[src/trailer_level_pkg.sv]
/*
 * Constants shared by the trailer air-suspension level logic: register map,
 * option bit positions, reset values and the time-base figures.
 * Assumes a single 20 MHz system clock.
 */
package trailer_level_pkg;

    // Data and address widths of the register port
    localparam int DATA_W = 8;
    localparam int ADDR_W = 5;

    // Register offsets (byte index on the register port)
    localparam logic [4:0] REG_OPTIONS = 5'h00;
    localparam logic [4:0] REG_LEVEL_ONE = 5'h01;
    localparam logic [4:0] REG_LEVEL_TWO_OFFSET = 5'h02;
    localparam logic [4:0] REG_SPEED_UPPER = 5'h03;
    localparam logic [4:0] REG_SPEED_LOWER = 5'h04;
    localparam logic [4:0] REG_MOTION_DELAY = 5'h05;
    localparam logic [4:0] REG_LOWERING_PRESSURE = 5'h06;
    localparam logic [4:0] REG_RAISING_PRESSURE = 5'h07;
    localparam logic [4:0] REG_OVER_PRESSURE = 5'h08;
    localparam logic [4:0] REG_MANUAL_SPEED = 5'h09;
    localparam logic [4:0] REG_TRACTION_HOME = 5'h0a;
    localparam logic [4:0] REG_TRACTION_OTHER = 5'h0b;
    localparam logic [4:0] REG_DERIVATIVE = 5'h0c;
    localparam logic [4:0] REG_PULSE_PERIOD = 5'h0d;
    localparam logic [4:0] REG_SECOND_AXLE_SPEED = 5'h0e;
    localparam logic [4:0] REG_STATUS = 5'h10;
    localparam logic [4:0] REG_TARGET_LEVEL = 5'h11;
    localparam logic [4:0] REG_VALVE_TIME = 5'h12;

    // Option register bit positions
    localparam int OPT_TRACTION_HOME = 0;
    localparam int OPT_TRACTION_OTHER = 1;
    localparam int OPT_NO_SPEED_LEVEL = 2;
    localparam int OPT_FULL_AUTO_LIFT = 3;
    localparam int OPT_ALT_SENSOR = 4;

    // Reset values
    localparam logic [7:0] RST_OPTIONS = 8'h00;
    localparam logic [7:0] RST_LEVEL_ONE = 8'h80;
    localparam logic [7:0] RST_LEVEL_TWO_OFFSET = 8'h00;
    localparam logic [7:0] RST_SPEED_UPPER = 8'h32;
    localparam logic [7:0] RST_SPEED_LOWER = 8'h28;
    localparam logic [7:0] RST_MOTION_DELAY = 8'hf0;
    localparam logic [7:0] RST_LOWERING_PRESSURE = 8'hff;
    localparam logic [7:0] RST_RAISING_PRESSURE = 8'h00;
    localparam logic [7:0] RST_OVER_PRESSURE = 8'hff;
    localparam logic [7:0] RST_MANUAL_SPEED = 8'h14;
    localparam logic [7:0] RST_TRACTION = 8'h12;
    localparam logic [7:0] RST_DERIVATIVE = 8'h14;
    localparam logic [7:0] RST_PULSE_PERIOD = 8'h0c;

    // Level-two offset coding
    localparam logic [7:0] OFFSET_UP_MAX = 8'h63;
    localparam logic [7:0] OFFSET_DOWN_BASE = 8'h64;

    // Motion interval floor in quarter seconds (10 s)
    localparam logic [7:0] MOTION_DELAY_MIN = 8'h28;
    // Traction duration value that means unlimited
    localparam logic [7:0] TRACTION_ENDLESS = 8'hff;

    // Time base
    localparam int CLK_HZ = 20_000_000;
    localparam int QUARTER_MS = 250;
    localparam int PULSE_STEP_MS = 25;
    localparam int TRACTION_STEP_S = 5;
    localparam int QUARTER_CYCLES = CLK_HZ / 1000 * QUARTER_MS;
    localparam int PULSE_STEP_CYCLES = CLK_HZ / 1000 * PULSE_STEP_MS;
    localparam int TRACTION_QUARTERS = TRACTION_STEP_S * 1000 / QUARTER_MS;

endpackage

[src/trailer_level_ctrl.sv]
/*
 * Level, lift-axle, overload and traction-help control of a trailer
 * air-suspension unit, with its parameter registers on a plain port.
 * Assumes sensor and command pins are asynchronous to clk and that the
 * configuration tool writes the parameters over the register port.
 */
`timescale 1ns/1ns
module trailer_level_ctrl
    import trailer_level_pkg::*;
#(
    parameter int QUARTER_CYCLES_P = QUARTER_CYCLES,
    parameter int PULSE_STEP_CYCLES_P = PULSE_STEP_CYCLES
) (
    // Clock and reset
    input wire logic clk,
    input wire logic sys_rst,
    // Register port
    input wire logic [ADDR_W-1:0] regAddr,
    input wire logic [DATA_W-1:0] regWrData,
    input wire logic regWrStrobe,
    input wire logic regRdStrobe,
    output logic [DATA_W-1:0] regRdData,
    // Sensor pins
    input wire logic [7:0] heightIn,
    input wire logic [7:0] pressureIn,
    input wire logic [7:0] speedIn,
    // Command pins
    input wire logic manualLowerIn,
    input wire logic manualRaiseIn,
    input wire logic manual2LowerIn,
    input wire logic manual2RaiseIn,
    input wire logic tractionReqIn,
    // Actuators and status
    output logic valveRaise,
    output logic valveLower,
    output logic liftAxleDown,
    output logic lift2AxleDown,
    output logic onBuffers,
    output logic tractionActive,
    output logic [7:0] targetLevel
);

    // Two-flop synchronisers for every pin input
    localparam int SYNC_W = 29;
    logic [SYNC_W-1:0] syncA_ff, syncB_ff;
    logic [4:0] prevCmd_ff;
    wire logic [SYNC_W-1:0] pinVec = {heightIn, pressureIn, speedIn, manualLowerIn, manualRaiseIn,
                                       manual2LowerIn, manual2RaiseIn, tractionReqIn};
    wire logic [7:0] height = syncB_ff[28:21];
    wire logic [7:0] pressure = syncB_ff[20:13];
    wire logic [7:0] speed = syncB_ff[12:5];
    wire logic [4:0] cmdRise = syncB_ff[4:0] & ~prevCmd_ff;

    always_ff @(posedge clk) begin
        syncA_ff <= pinVec;
        syncB_ff <= syncA_ff;
        prevCmd_ff <= syncB_ff[4:0];
    end

    // Parameter registers
    logic [7:0] options_ff, levelOne_ff, offset_ff, speedUp_ff, speedDown_ff, motionDelay_ff;
    logic [7:0] lowerP_ff, raiseP_ff, overP_ff, manualSpeed_ff, tracHome_ff, tracOther_ff;
    logic [7:0] kd_ff, period_ff, secondSpeed_ff;

    wire logic wrOptions = regWrStrobe && regAddr == REG_OPTIONS;
    wire logic wrLevelOne = regWrStrobe && regAddr == REG_LEVEL_ONE;
    wire logic wrOffset = regWrStrobe && regAddr == REG_LEVEL_TWO_OFFSET;
    wire logic wrSpeedUp = regWrStrobe && regAddr == REG_SPEED_UPPER;
    wire logic wrSpeedDown = regWrStrobe && regAddr == REG_SPEED_LOWER;
    wire logic wrDelay = regWrStrobe && regAddr == REG_MOTION_DELAY;
    wire logic wrLowerP = regWrStrobe && regAddr == REG_LOWERING_PRESSURE;
    wire logic wrRaiseP = regWrStrobe && regAddr == REG_RAISING_PRESSURE;
    wire logic wrOverP = regWrStrobe && regAddr == REG_OVER_PRESSURE;
    wire logic wrManual = regWrStrobe && regAddr == REG_MANUAL_SPEED;
    wire logic wrTracHome = regWrStrobe && regAddr == REG_TRACTION_HOME;
    wire logic wrTracOther = regWrStrobe && regAddr == REG_TRACTION_OTHER;
    wire logic wrKd = regWrStrobe && regAddr == REG_DERIVATIVE;
    wire logic wrPeriod = regWrStrobe && regAddr == REG_PULSE_PERIOD;
    wire logic wrSecond = regWrStrobe && regAddr == REG_SECOND_AXLE_SPEED;

    always_ff @(posedge clk) begin
        if (sys_rst) begin
            options_ff <= RST_OPTIONS;
            levelOne_ff <= RST_LEVEL_ONE;
            offset_ff <= RST_LEVEL_TWO_OFFSET;
            speedUp_ff <= RST_SPEED_UPPER;
            speedDown_ff <= RST_SPEED_LOWER;
            motionDelay_ff <= RST_MOTION_DELAY;
            lowerP_ff <= RST_LOWERING_PRESSURE;
            raiseP_ff <= RST_RAISING_PRESSURE;
            overP_ff <= RST_OVER_PRESSURE;
            manualSpeed_ff <= RST_MANUAL_SPEED;
            tracHome_ff <= RST_TRACTION;
            tracOther_ff <= RST_TRACTION;
            kd_ff <= RST_DERIVATIVE;
            period_ff <= RST_PULSE_PERIOD;
            secondSpeed_ff <= RST_MANUAL_SPEED;
        end else begin
            if (wrOptions) options_ff <= regWrData;
            if (wrLevelOne) levelOne_ff <= regWrData;
            if (wrOffset) offset_ff <= regWrData;
            if (wrSpeedUp) speedUp_ff <= regWrData;
            if (wrSpeedDown) speedDown_ff <= regWrData;
            if (wrDelay) motionDelay_ff <= regWrData;
            if (wrLowerP) lowerP_ff <= regWrData;
            if (wrRaiseP) raiseP_ff <= regWrData;
            if (wrOverP) overP_ff <= regWrData;
            if (wrManual) manualSpeed_ff <= regWrData;
            if (wrTracHome) tracHome_ff <= regWrData;
            if (wrTracOther) tracOther_ff <= regWrData;
            if (wrKd) kd_ff <= regWrData;
            if (wrPeriod) period_ff <= regWrData;
            if (wrSecond) secondSpeed_ff <= regWrData;
        end
    end

    // Prescalers: quarter second and pulse step
    logic [22:0] quarterCnt_ff, stepCnt_ff;
    wire logic quarterTick = quarterCnt_ff == 23'(QUARTER_CYCLES_P - 1);
    wire logic stepTick = stepCnt_ff == 23'(PULSE_STEP_CYCLES_P - 1);

    always_ff @(posedge clk) begin
        if (sys_rst) begin
            quarterCnt_ff <= '0;
            stepCnt_ff <= '0;
        end else begin
            quarterCnt_ff <= quarterTick ? '0 : quarterCnt_ff + 23'h1;
            stepCnt_ff <= stepTick ? '0 : stepCnt_ff + 23'h1;
        end
    end

    // Driving level two from level one and the coded offset
    wire logic offsetUp = offset_ff <= OFFSET_UP_MAX;
    wire logic offsetDown = offset_ff > OFFSET_DOWN_BASE;
    wire logic [7:0] levelTwo = offsetUp ? levelOne_ff + offset_ff :
                                offsetDown ? levelOne_ff - (offset_ff - OFFSET_DOWN_BASE) : levelOne_ff;

    // Speed-dependent level choice with hysteresis
    logic useLevelTwo_ff;
    wire logic speedLevelOn = !options_ff[OPT_NO_SPEED_LEVEL];
    wire logic [7:0] nxt_target = useLevelTwo_ff ? levelTwo : levelOne_ff;

    always_ff @(posedge clk) begin
        if (sys_rst || !speedLevelOn) begin
            useLevelTwo_ff <= 1'b0;
        end else if (speed > speedUp_ff) begin
            useLevelTwo_ff <= 1'b1;
        end else if (speed < speedDown_ff) begin
            useLevelTwo_ff <= 1'b0;
        end
    end

    // In-motion control interval; the raw setting stays readable
    wire logic [7:0] motionDelayUsed = motionDelay_ff < MOTION_DELAY_MIN ? MOTION_DELAY_MIN
                                                                          : motionDelay_ff;
    logic [7:0] motionCnt_ff;
    wire logic moving = speed != 8'h00;
    wire logic controlDue = moving && quarterTick && motionCnt_ff + 8'h1 >= motionDelayUsed;

    always_ff @(posedge clk) begin
        if (sys_rst || !moving) begin
            motionCnt_ff <= 8'h00;
        end else if (quarterTick) begin
            motionCnt_ff <= controlDue ? 8'h00 : motionCnt_ff + 8'h1;
        end
    end

    // Valve time per control event, in pulse steps
    logic [7:0] prevHeight_ff, valveTime_ff, pulseLeft_ff;
    wire logic below = height < nxt_target;
    wire logic above = height > nxt_target;
    wire logic [7:0] errMag = below ? nxt_target - height : height - nxt_target;
    wire logic [7:0] rise = height > prevHeight_ff ? height - prevHeight_ff : 8'h00;
    // Full 16-bit product before the divide by three keeps small rates
    wire logic [15:0] shorten = 16'((16'(kd_ff) * 16'(rise)) / 16'h3);
    wire logic [7:0] rawTime = errMag >= period_ff ? period_ff : errMag;
    wire logic [7:0] raiseTime = 16'(rawTime) > shorten ? rawTime - shorten[7:0] : 8'h00;
    wire logic [7:0] nxt_valveTime = below ? raiseTime : rawTime;

    // Overpressure latch; no clear path, only sys_rst releases it
    logic overLatch_ff;
    wire logic overEvent = pressure > overP_ff;

    always_ff @(posedge clk) begin
        if (sys_rst) begin
            overLatch_ff <= 1'b0;
        end else if (overEvent) begin
            overLatch_ff <= 1'b1;
        end
    end

    // Valve drive; a time at full period energises the valve for period_ff pulse steps
    logic raising_ff;
    wire logic pulseOn = pulseLeft_ff != 8'h00;

    always_ff @(posedge clk) begin
        if (sys_rst) begin
            prevHeight_ff <= 8'h00;
            valveTime_ff <= 8'h00;
            pulseLeft_ff <= 8'h00;
            raising_ff <= 1'b0;
        end else if (controlDue && !overLatch_ff) begin
            prevHeight_ff <= height;
            valveTime_ff <= nxt_valveTime;
            pulseLeft_ff <= (below || above) ? nxt_valveTime : 8'h00;
            raising_ff <= below;
        end else begin
            // Rate reference follows the body while stopped, so the
            // first event after standstill, or after a reset released at standstill, sees no false climb
            if (!moving) prevHeight_ff <= height;
            if (stepTick && pulseOn) pulseLeft_ff <= pulseLeft_ff - 8'h1;
        end
    end

    // Lift axles
    logic lift1_ff, lift2_ff, tracOn_ff;
    wire logic fullAuto = options_ff[OPT_FULL_AUTO_LIFT];
    wire logic manualOk = fullAuto || speed <= manualSpeed_ff;
    // Second axle limit is taken relative to the first axle's limit
    wire logic [8:0] secondLimit = 9'(manualSpeed_ff) + 9'(secondSpeed_ff);
    wire logic manual2Ok = fullAuto || 9'(speed) <= secondLimit;
    wire logic autoLower = pressure > lowerP_ff;
    wire logic autoRaise = pressure < raiseP_ff;

    always_ff @(posedge clk) begin
        if (sys_rst) begin
            lift1_ff <= 1'b0;
            lift2_ff <= 1'b0;
        end else if (overLatch_ff || autoLower) begin
            lift1_ff <= 1'b1;
            lift2_ff <= 1'b1;
        end else if (tracOn_ff) begin
            lift1_ff <= 1'b0;
            lift2_ff <= 1'b0;
        end else begin
            if (autoRaise) lift1_ff <= 1'b0;
            else if (manualOk && cmdRise[4]) lift1_ff <= 1'b1;
            else if (manualOk && cmdRise[3]) lift1_ff <= 1'b0;
            if (manual2Ok && cmdRise[2]) lift2_ff <= 1'b1;
            else if (manual2Ok && cmdRise[1]) lift2_ff <= 1'b0;
        end
    end

    // Traction help duration in five-second steps
    wire logic [1:0] tracSel = {options_ff[OPT_TRACTION_OTHER], options_ff[OPT_TRACTION_HOME]};
    wire logic [7:0] tracLimit = tracSel == 2'b10 ? tracOther_ff : tracHome_ff;
    wire logic tracEnabled = tracSel == 2'b01 || tracSel == 2'b10;
    logic [4:0] fiveSub_ff;
    logic [7:0] tracCnt_ff;
    wire logic fiveTick = quarterTick && fiveSub_ff == 5'(TRACTION_QUARTERS - 1);
    wire logic tracEnd = tracLimit != TRACTION_ENDLESS && fiveTick && tracCnt_ff + 8'h1 >= tracLimit;

    always_ff @(posedge clk) begin
        if (sys_rst || !tracOn_ff) begin
            fiveSub_ff <= 5'h00;
        end else if (quarterTick) begin
            fiveSub_ff <= fiveTick ? 5'h00 : fiveSub_ff + 5'h1;
        end
    end

    always_ff @(posedge clk) begin
        if (sys_rst) begin
            tracOn_ff <= 1'b0;
            tracCnt_ff <= 8'h00;
        end else if (!tracOn_ff) begin
            tracOn_ff <= tracEnabled && cmdRise[0] && !overLatch_ff;
            tracCnt_ff <= 8'h00;
        end else if (tracEnd || overLatch_ff || !tracEnabled) begin
            tracOn_ff <= 1'b0;
        end else if (fiveTick) begin
            tracCnt_ff <= tracCnt_ff + 8'h1;
        end
    end

    // Registered outputs
    always_ff @(posedge clk) begin
        if (sys_rst) begin
            valveRaise <= 1'b0;
            valveLower <= 1'b0;
            liftAxleDown <= 1'b0;
            lift2AxleDown <= 1'b0;
            onBuffers <= 1'b0;
            tractionActive <= 1'b0;
            targetLevel <= 8'h00;
        end else begin
            valveRaise <= pulseOn && raising_ff && !overLatch_ff;
            valveLower <= overLatch_ff || (pulseOn && !raising_ff);
            liftAxleDown <= lift1_ff;
            lift2AxleDown <= lift2_ff;
            onBuffers <= overLatch_ff;
            tractionActive <= tracOn_ff;
            targetLevel <= nxt_target;
        end
    end

    // Read path; unmapped addresses read zero
    wire logic [7:0] statusWord = {2'b00, options_ff[OPT_ALT_SENSOR], manualOk, tracOn_ff, overLatch_ff,
                                   lift1_ff, useLevelTwo_ff};
    logic [7:0] rdMux;

    always_comb begin
        case (regAddr)
            REG_OPTIONS: rdMux = options_ff;
            REG_LEVEL_ONE: rdMux = levelOne_ff;
            REG_LEVEL_TWO_OFFSET: rdMux = offset_ff;
            REG_SPEED_UPPER: rdMux = speedUp_ff;
            REG_SPEED_LOWER: rdMux = speedDown_ff;
            REG_MOTION_DELAY: rdMux = motionDelay_ff;
            REG_LOWERING_PRESSURE: rdMux = lowerP_ff;
            REG_RAISING_PRESSURE: rdMux = raiseP_ff;
            REG_OVER_PRESSURE: rdMux = overP_ff;
            REG_MANUAL_SPEED: rdMux = manualSpeed_ff;
            REG_TRACTION_HOME: rdMux = tracHome_ff;
            REG_TRACTION_OTHER: rdMux = tracOther_ff;
            REG_DERIVATIVE: rdMux = kd_ff;
            REG_PULSE_PERIOD: rdMux = period_ff;
            REG_SECOND_AXLE_SPEED: rdMux = secondSpeed_ff;
            REG_STATUS: rdMux = statusWord;
            REG_TARGET_LEVEL: rdMux = nxt_target;
            REG_VALVE_TIME: rdMux = valveTime_ff;
            default: rdMux = 8'h00;
        endcase
    end

    always_ff @(posedge clk) begin
        if (sys_rst) begin
            regRdData <= 8'h00;
        end else begin
            regRdData <= regRdStrobe ? rdMux : 8'h00;
        end
    end

endmodule

[config.mk]
export PLATFORM = sky130hd
export DESIGN_NAME = trailer_level_ctrl
export DESIGN_NICKNAME = d
export VERILOG_FILES = /design/src/trailer_level_pkg.sv /design/src/trailer_level_ctrl.sv
export SDC_FILE = /design/constraint.sdc
export NUM_CORES = 1
export LEC_CHECK = 0
export BUFFER_PORTS_ARGS = -buffer_cell sky130_fd_sc_hd__buf_2
export CORE_ASPECT_RATIO = 1.5
export CORE_MARGIN = 3
export CORE_UTILIZATION = 60
export CTS_CLUSTER_SIZE = 12
export DETAILED_ROUTE_END_ITERATION = 8
export GPL_ROUTABILITY_DRIVEN = 1
export PLACE_DENSITY = 0.78
export SYNTH_ARGS = -nofsm -noshare
export SYNTH_HDL_FRONTEND = slang
export SYNTH_SLANG_ARGS = --single-unit
[constraint.sdc]
create_clock -name clk -period 35.4 [get_ports clk]
set_input_delay 0 -clock clk [delete_from_list [all_inputs] [get_ports clk]]
set_output_delay 0 -clock clk [all_outputs]
set_load 0.005 [all_outputs]
# Yosys cells after proc, flatten, opt, wreduce, memory -nomap -nowiden
# Index checks and enable logic that the tools add are counted.
classes:
  n_addsub: 14
  multipliers: 1
  div: 1
  order_cmp: 17
  eq_ne: 24
  n_shift: 0
  muxes: 31
  bitwise_logic: 5
  n_reduce_logical: 59
ops:
  columns: ["operator", "n"]
  rows:
  - ["one-hot mux 8 bit (18 select lines)", 1]
  - ["2-to-1 mux 8 bit", 16]
  - ["adder 23 x 1 -> 23 bit (second input constant)", 2]
  - ["greater-than comparator 8 bit", 5]
  - ["subtractor 8 bit", 5]
  - ["equality test 5 x 4 -> 1 bit (second input constant)", 7]
  - ["logical AND 1 bit", 31]
  - ["greater-or-equal comparator 8 bit", 3]
  - ["< comparator 8 bit", 3]
  - ["equality test 23 x 19 -> 1 bit (second input constant)", 1]
  - ["equality test 23 bit (second input constant)", 1]
  - ["equality test 5 x 3 -> 1 bit (second input constant)", 4]
  - ["equality test 5 bit (second input constant)", 4]
  - ["adder 8 x 1 -> 8 bit (second input constant)", 2]
  - ["divider 16 x 2 -> 16 bit (second input constant)", 1]
  - ["greater-than comparator 8 x 16 -> 1 bit", 1]
  - ["multiplier 8 x 8 -> 16 bit", 1]
  - ["nonzero test 8 bit", 2]
  - ["2-to-1 mux 1 bit", 13]
  - ["logical OR 1 bit", 11]
  - ["equality test 5 x 2 -> 1 bit (second input constant)", 2]
  - ["adder 8 x 8 -> 9 bit", 1]
  - ["<= comparator 8 x 9 -> 1 bit", 1]
  - ["adder 8 bit", 1]
  - ["23 further kinds", 33]
totals:
  reg_bits: 302
  latch_bits: 0
  ram_bits: 0
  rom_bits: 0
  wordCells: 192
  mem_count: 0

# Logic depth before layout (Yosys ltp)
logic_depth:
  ltp_word: 14
  depth_mapped: 65
  depth_no_buf: 57

# Worst setup path after synthesis
# No wires, ideal clock.
synth_timing:
  path_type: "register to register"
  from: "register syncB_ff[21]"
  to: "register pulseLeft_ff[5]"
  setup_ps: 128
  t_arrival_ps: 11807
  setup_slack_ps: 23465
  path_stages_with_launch: 59
  n_path_buf: 5
  period_less_slack_ps: 11935
  path_cell_list: "dfxtp_1 inv_1 ha_1 fa_1 nor2b_1 o21ai_0 nand2b_1 a21o_1 a21o_1 a21o_1 a21o_1 o21ai_1 nor3_1 and2_1 fa_1 fa_1 fa_1 fa_1 [... 23 more ...] o41ai_1 a221oi_2 ha_1 inv_1 fa_1 a21o_1 a21o_1 a21o_1 a21oi_1 o21bai_1 a21oi_1 a2111oi_0 and3_1 clkbuf_1 a22oi_1 o21ai_0 a22oi_1 nor2_1"
synth_between:
  elab_chain_cells: 9
  elab_cells_between_ends: 19
  classes_between: "add/sub (4); mul (1); div (1); order compare (5); mux (7); reduce/logical (1)"
synth_lines:
  columns: ["item", "line_no", "text"]
  rows:
  - ["start: declaration", "trailer_level_ctrl.sv:45", "logic [SYNC_W-1:0] syncA_ff, syncB_ff;"]
  - ["start signal: assignment", "trailer_level_ctrl.sv:56", "syncB_ff <= syncA_ff;"]
  - ["subtractor 8 bit, or another cell as far along", "trailer_level_ctrl.sv:173", "wire logic [7:0] rise = height > prevHeight_ff ? height - prevHeight_ff : 8'h00;"]
  - ["2-to-1 mux 8 bit, on equally long branches", "trailer_level_ctrl.sv:173, trailer_level_ctrl.sv:172", null]
  - ["multiplier 8 x 8 -> 16 bit or greater-or-equal comparator 8 bit (tied branches)", "trailer_level_ctrl.sv:175, trailer_level_ctrl.sv:176", null]
  - ["divider 16 x 2 -> 16 bit or 2-to-1 mux 8 bit (tied branches)", "trailer_level_ctrl.sv:175, trailer_level_ctrl.sv:176", null]
  - ["greater-than comparator 8 x 16 -> 1 bit or subtractor 8 bit (tied branches)", "trailer_level_ctrl.sv:177", "wire logic [7:0] raiseTime = 16'(rawTime) > shorten ? rawTime - shorten[7:0] : 8'h00;"]
  - ["2-to-1 mux 8 bit", "trailer_level_ctrl.sv:177", null]
  - ["2-to-1 mux 8 bit", "trailer_level_ctrl.sv:178", "wire logic [7:0] nxt_valveTime = below ? raiseTime : rawTime;"]
  - ["2-to-1 mux 8 bit *", "trailer_level_ctrl.sv:205", "pulseLeft_ff <= (below || above) ? nxt_valveTime : 8'h00;"]
  - ["2-to-1 mux 8 bit *", "trailer_level_ctrl.sv:202", "end else if (controlDue && !overLatch_ff) begin"]
  - ["end signal: assignment", "trailer_level_ctrl.sv:205", null]
  - ["end signal: assignment", "trailer_level_ctrl.sv:211", "if (stepTick && pulseOn) pulseLeft_ff <= pulseLeft_ff - 8'h1;"]
  - ["end: declaration", "trailer_level_ctrl.sv:169", "logic [7:0] prevHeight_ff, valveTime_ff, pulseLeft_ff;"]
# Every way passes the cells marked *; elsewhere a longest branch is shown, timed or not.
# A chain may end at the register's enable or synchronous reset.

# Final worst setup path
layout_timing:
  from: "register syncB_ff[22]"
  to: "register pulseLeft_ff[4]"
# The elaborated chain is that of the path after synthesis.

==> results.tsv <==
stage	metric	value	unit
clock_network	Post-CTS Setup Bufs	0	
finish	final instance area	21200	um2
power_and_ir_drop	Pwr Density	45.3	nW/um2
clock_network	CTS Buf Count	30	
critical_path	crit path capture	pulseLeft_ff[4]$_SDFFE_PP0P_	
critical_path	CP delay by family, top	compound AO/OA/AOI/OAI gates	
power_and_ir_drop	Total Power	0.958	mW
routing	Routed Antenna Nets	0	
finish	Final Net Count	2714	
global_route	Total Routing Usage GR	31.9	%
critical_path	worst endpoint required time	35900	ps
floorplanning	# rows	79	
power_and_ir_drop	peak supply drop	0.0000457	V
clock_network	Clock Sinks	302	
clock_network	cts hold-fix bufs	44	
routing	drc violations	0	
yosys	Gate Count Post-Synth	2385	
critical_path	CP startpoint	syncB_ff[22]$_DFF_P_	
clock_network	Clk Latency, worst-skew pair	610	ps
sta	Setup violations, final	0	
clock_network	clock root cell	clkbuf_16	
critical_path	nature of the critical path endpoint	register	
clock_network	CTS resizes	0	
critical_path	crit-path most repeated cell	a21o_1	
sta	Period minus WS final	13890	ps
yosys	Synth Register Bits	302	
sta	RSZ-0062 raised after global routing	false	
yosys	Unique masters post-synth	82	
sta	Worst Skew	45.6	ps
yosys	EDFF count, synth	0	
clock_network	CTS tree	built	
routing	DRT Pass-1 Iters	8	
power_and_ir_drop	Leak Pwr	9.16	nW
global_route	initial antenna violation count	0	
critical_path	FF-to-FF path depth	51	
placed_design	gpl congestion	0.948	
critical_path	Buf+Inv Stages, Crit Path	2	
finish	Final Non-Filler Cells	2860	
yosys	Primary FF master, synth	dfxtp_1	
finish	layout cells sized above 1	6.52	%
routing	drt wl/cell	19.6	um
critical_path	worst r2r src	syncB_ff[22]$_DFF_P_	
critical_path	R2R Path End	pulseLeft_ff[4]$_SDFFE_PP0P_	
yosys	syn avg cell area	8.06	um2
clock_network	Worst-path clk slew	60	ps
floorplanning	Core Area	31300	um2
sta	setup_tns	0	ps
floorplanning	DIE AREA	34300	um2
clock_network	H-tree lvl count	1	
routing	DR iter-0 viols	1298	
yosys	sequential cell area fraction in the yosys report	31.5	%
routing	vias per inst	6.20	
placed_design	Post-Place Cells	2772	
global_route	GRT overflow	0	
min_path	Hold Path Class	primary input to register	
sta	slew at the pin closest to its max-slew limit	1330	ps
sta	Rel. slew slack	10.8	%
sta	Final Max Slew Viols	0	
critical_path	worst reg-to-reg setup slack	21510	ps
critical_path	CP startpoint kind	register	
critical_path	Slowest-stage cell, CP	or2_0	
yosys	Netlist Area Pre-Place	19200	um2
routing	via count	17746	
global_route	first-pass GRT wire length	89.5	mm
floorplanning	die width	152	um
yosys	Synth warnings	0	
clock_network	CTS Buffer Depth	3	
flow_run	max-cap violations	0	
yosys	post-synthesis async set-or-reset flop share	0	%
global_route	largest net degree at the start of global routing	66	
finish	n_diodes	0	
floorplanning	DIE HEIGHT	225	um
yosys	Syn Nets	2656	
placed_design	Area after DPL	19800	um2
floorplanning	initial cell density of the core	61.3	%
critical_path	Crit Path Max Fanout	16	
floorplanning	# IOs	68	
sta	period utilisation layout	39.2	%
finish	area growth from synthesis to layout	10.2	%
run_status	status	finished clean	
placed_design	Buffers on Ports	67	
critical_path	CP max stage delay	600	ps
sta	final hold vios	0	
global_route	number of global-route vias before repair	17665	
placed_design	HPWL after DPL	40.9	mm
routing	routed wire length	56.1	mm
critical_path	Arrival @ worst endpoint	14390	ps
critical_path	CP Class	register to register	
sta	highest clock rate	72.0	MHz
critical_path	Crit path depth	51	
==> per-layer routing <==
| metal | wire length [um] | vias up | track usage, % |
|---|---|---|---|
| li1 | - | 8404 | - |
| met1 | 20000 | 8373 | 33.7 |
| met2 | 28300 | 698 | 58.8 |
| met3 | 3220 | 271 | 3.75 |
| met4 | 4540 | 0 | 22.1 |
| met5 | 0 | - | 0 |
==> state kept, by name, summed over array words and instances (netlist names), 23 cells and up <==
name,flops
syncB_ff,29
quarterCnt_ff,23
syncA_ff,29
stepCnt_ff,23
==> area by class of cell <==
class                           count  area (um2)
Fill cell                        2520       10200
Clock buffer                       42         866
Sequential cell                   302        6050
Timing Repair Buffer              136         968
Inverter                          173         649
Tap cell                          405         507
Clock inverter                      2        35.0
Multi-Input combinational cell   1800       12100
==> synth_stat cells (4+ instances only) <==
library cell	instances	area share [%]
a211oi_1	14	0.55
a21o_1	32	1.3
a21oi_1	197	5.1
a221oi_1	13	0.59
a222oi_1	4	0.21
a22o_1	12	0.55
a22oi_1	48	1.9
a31oi_1	7	0.23
and2_1	53	1.7
and3_1	25	0.81
buf_1	4	0.078
buf_2	5	0.13
buf_6	4	0.23
clkbuf_1	95	1.9
dfxtp_1	302	31
fa_1	43	4.5
ha_1	182	12
inv_1	173	3.4
mux2i_1	22	1.1
nand2_1	267	5.2
nand2b_1	32	1.0
nand3_1	210	5.5
nand3b_1	4	0.16
nand4_1	32	1.0
nor2_1	190	3.7
nor2b_1	34	1.1
nor3_1	33	0.86
nor4_1	8	0.26
nor4b_1	6	0.27
o211ai_1	9	0.35
o21a_1	12	0.47
o21ai_0	71	1.8
o21ai_1	7	0.18
o21bai_1	9	0.35
o221ai_1	9	0.41
o22ai_1	15	0.49
or2_2	5	0.16
or3_1	18	0.59
xnor2_1	56	2.6
xor2_1	58	2.6
==> placed cells by master, fill, tap and decap left out, drive strengths merged, types with 18 or more instances in the layout <==
| master | instances |
|---|---|
| or3 | 18 |
| ha | 182 |
| nor2 | 191 |
| xnor2 | 58 |
| a22oi | 48 |
| clkbuf | 42 |
| nand3 | 210 |
| and2 | 53 |
| nor3 | 34 |
| a21oi | 197 |
| inv | 173 |
| nand2 | 267 |
| xor2 | 58 |
| buf | 92 |
| o21ai | 79 |
| mux2i | 22 |
| dlygate4sd3 | 44 |
| and3 | 27 |
| a21o | 32 |
| dfxtp | 302 |
| nor2b | 34 |
| fa | 43 |
| nand4 | 32 |
| nand2b | 32 |
==> how the worst min path moves through the flow <==
stage / startpoint / end / slack [ps] / depth (start not counted)
after CTS: speedIn[3] / syncA_ff[8]$_DFF_P_ / 20 / 2
after floorplan: tractionReqIn / syncA_ff[0]$_DFF_P_ / 30 / 0
after global routing: speedIn[4] / syncA_ff[9]$_DFF_P_ / 50 / 2
after global placement: heightIn[6] / syncA_ff[27]$_DFF_P_ / 100 / 1
final: speedIn[6] / syncA_ff[11]$_DFF_P_ / 30 / 2
after detailed placement: speedIn[1] / syncA_ff[6]$_DFF_P_ / 100 / 1
==> stage by stage <==
| stage | util (%) | setup slack (ps) | hold WS, ps |
|---|---|---|---|
| final | 67.6 | 21510 | 28.7 |
| after global routing | 67.6 | 20310 | 47.0 |
| after CTS | 67.6 | 21590 | 19.5 |
| after detailed placement | 63.3 | 21600 | 104 |
| after global placement | 63.3 | 22110 | 102 |
| after floorplan | - | 23470 | 27.7 |
==> power breakdown <==
part	leakage (nW)	switching (mW)	total, mW	internal [mW]
registers	2.46	0.00633	0.353	0.347
logic	6.26	0.188	0.305	0.117
clock network	0.441	0.133	0.300	0.168
total	9.16	0.327	0.958	0.631
==> kinds of logic after synthesis <==
| group | share of synthesized area (%) |
|---|---|
| AND/OR/NAND/NOR | 23.4 |
| flip-flops | 31.5 |
| adder cells (fa/ha/maj) | 16.3 |
| multiplexers | 1.20 |
| buffers and inverters | 5.76 |
| AO/OA/AOI/OAI | 16.5 |
| XOR/XNOR | 5.36 |
Note: power is estimated with default switching activity, not from simulation.
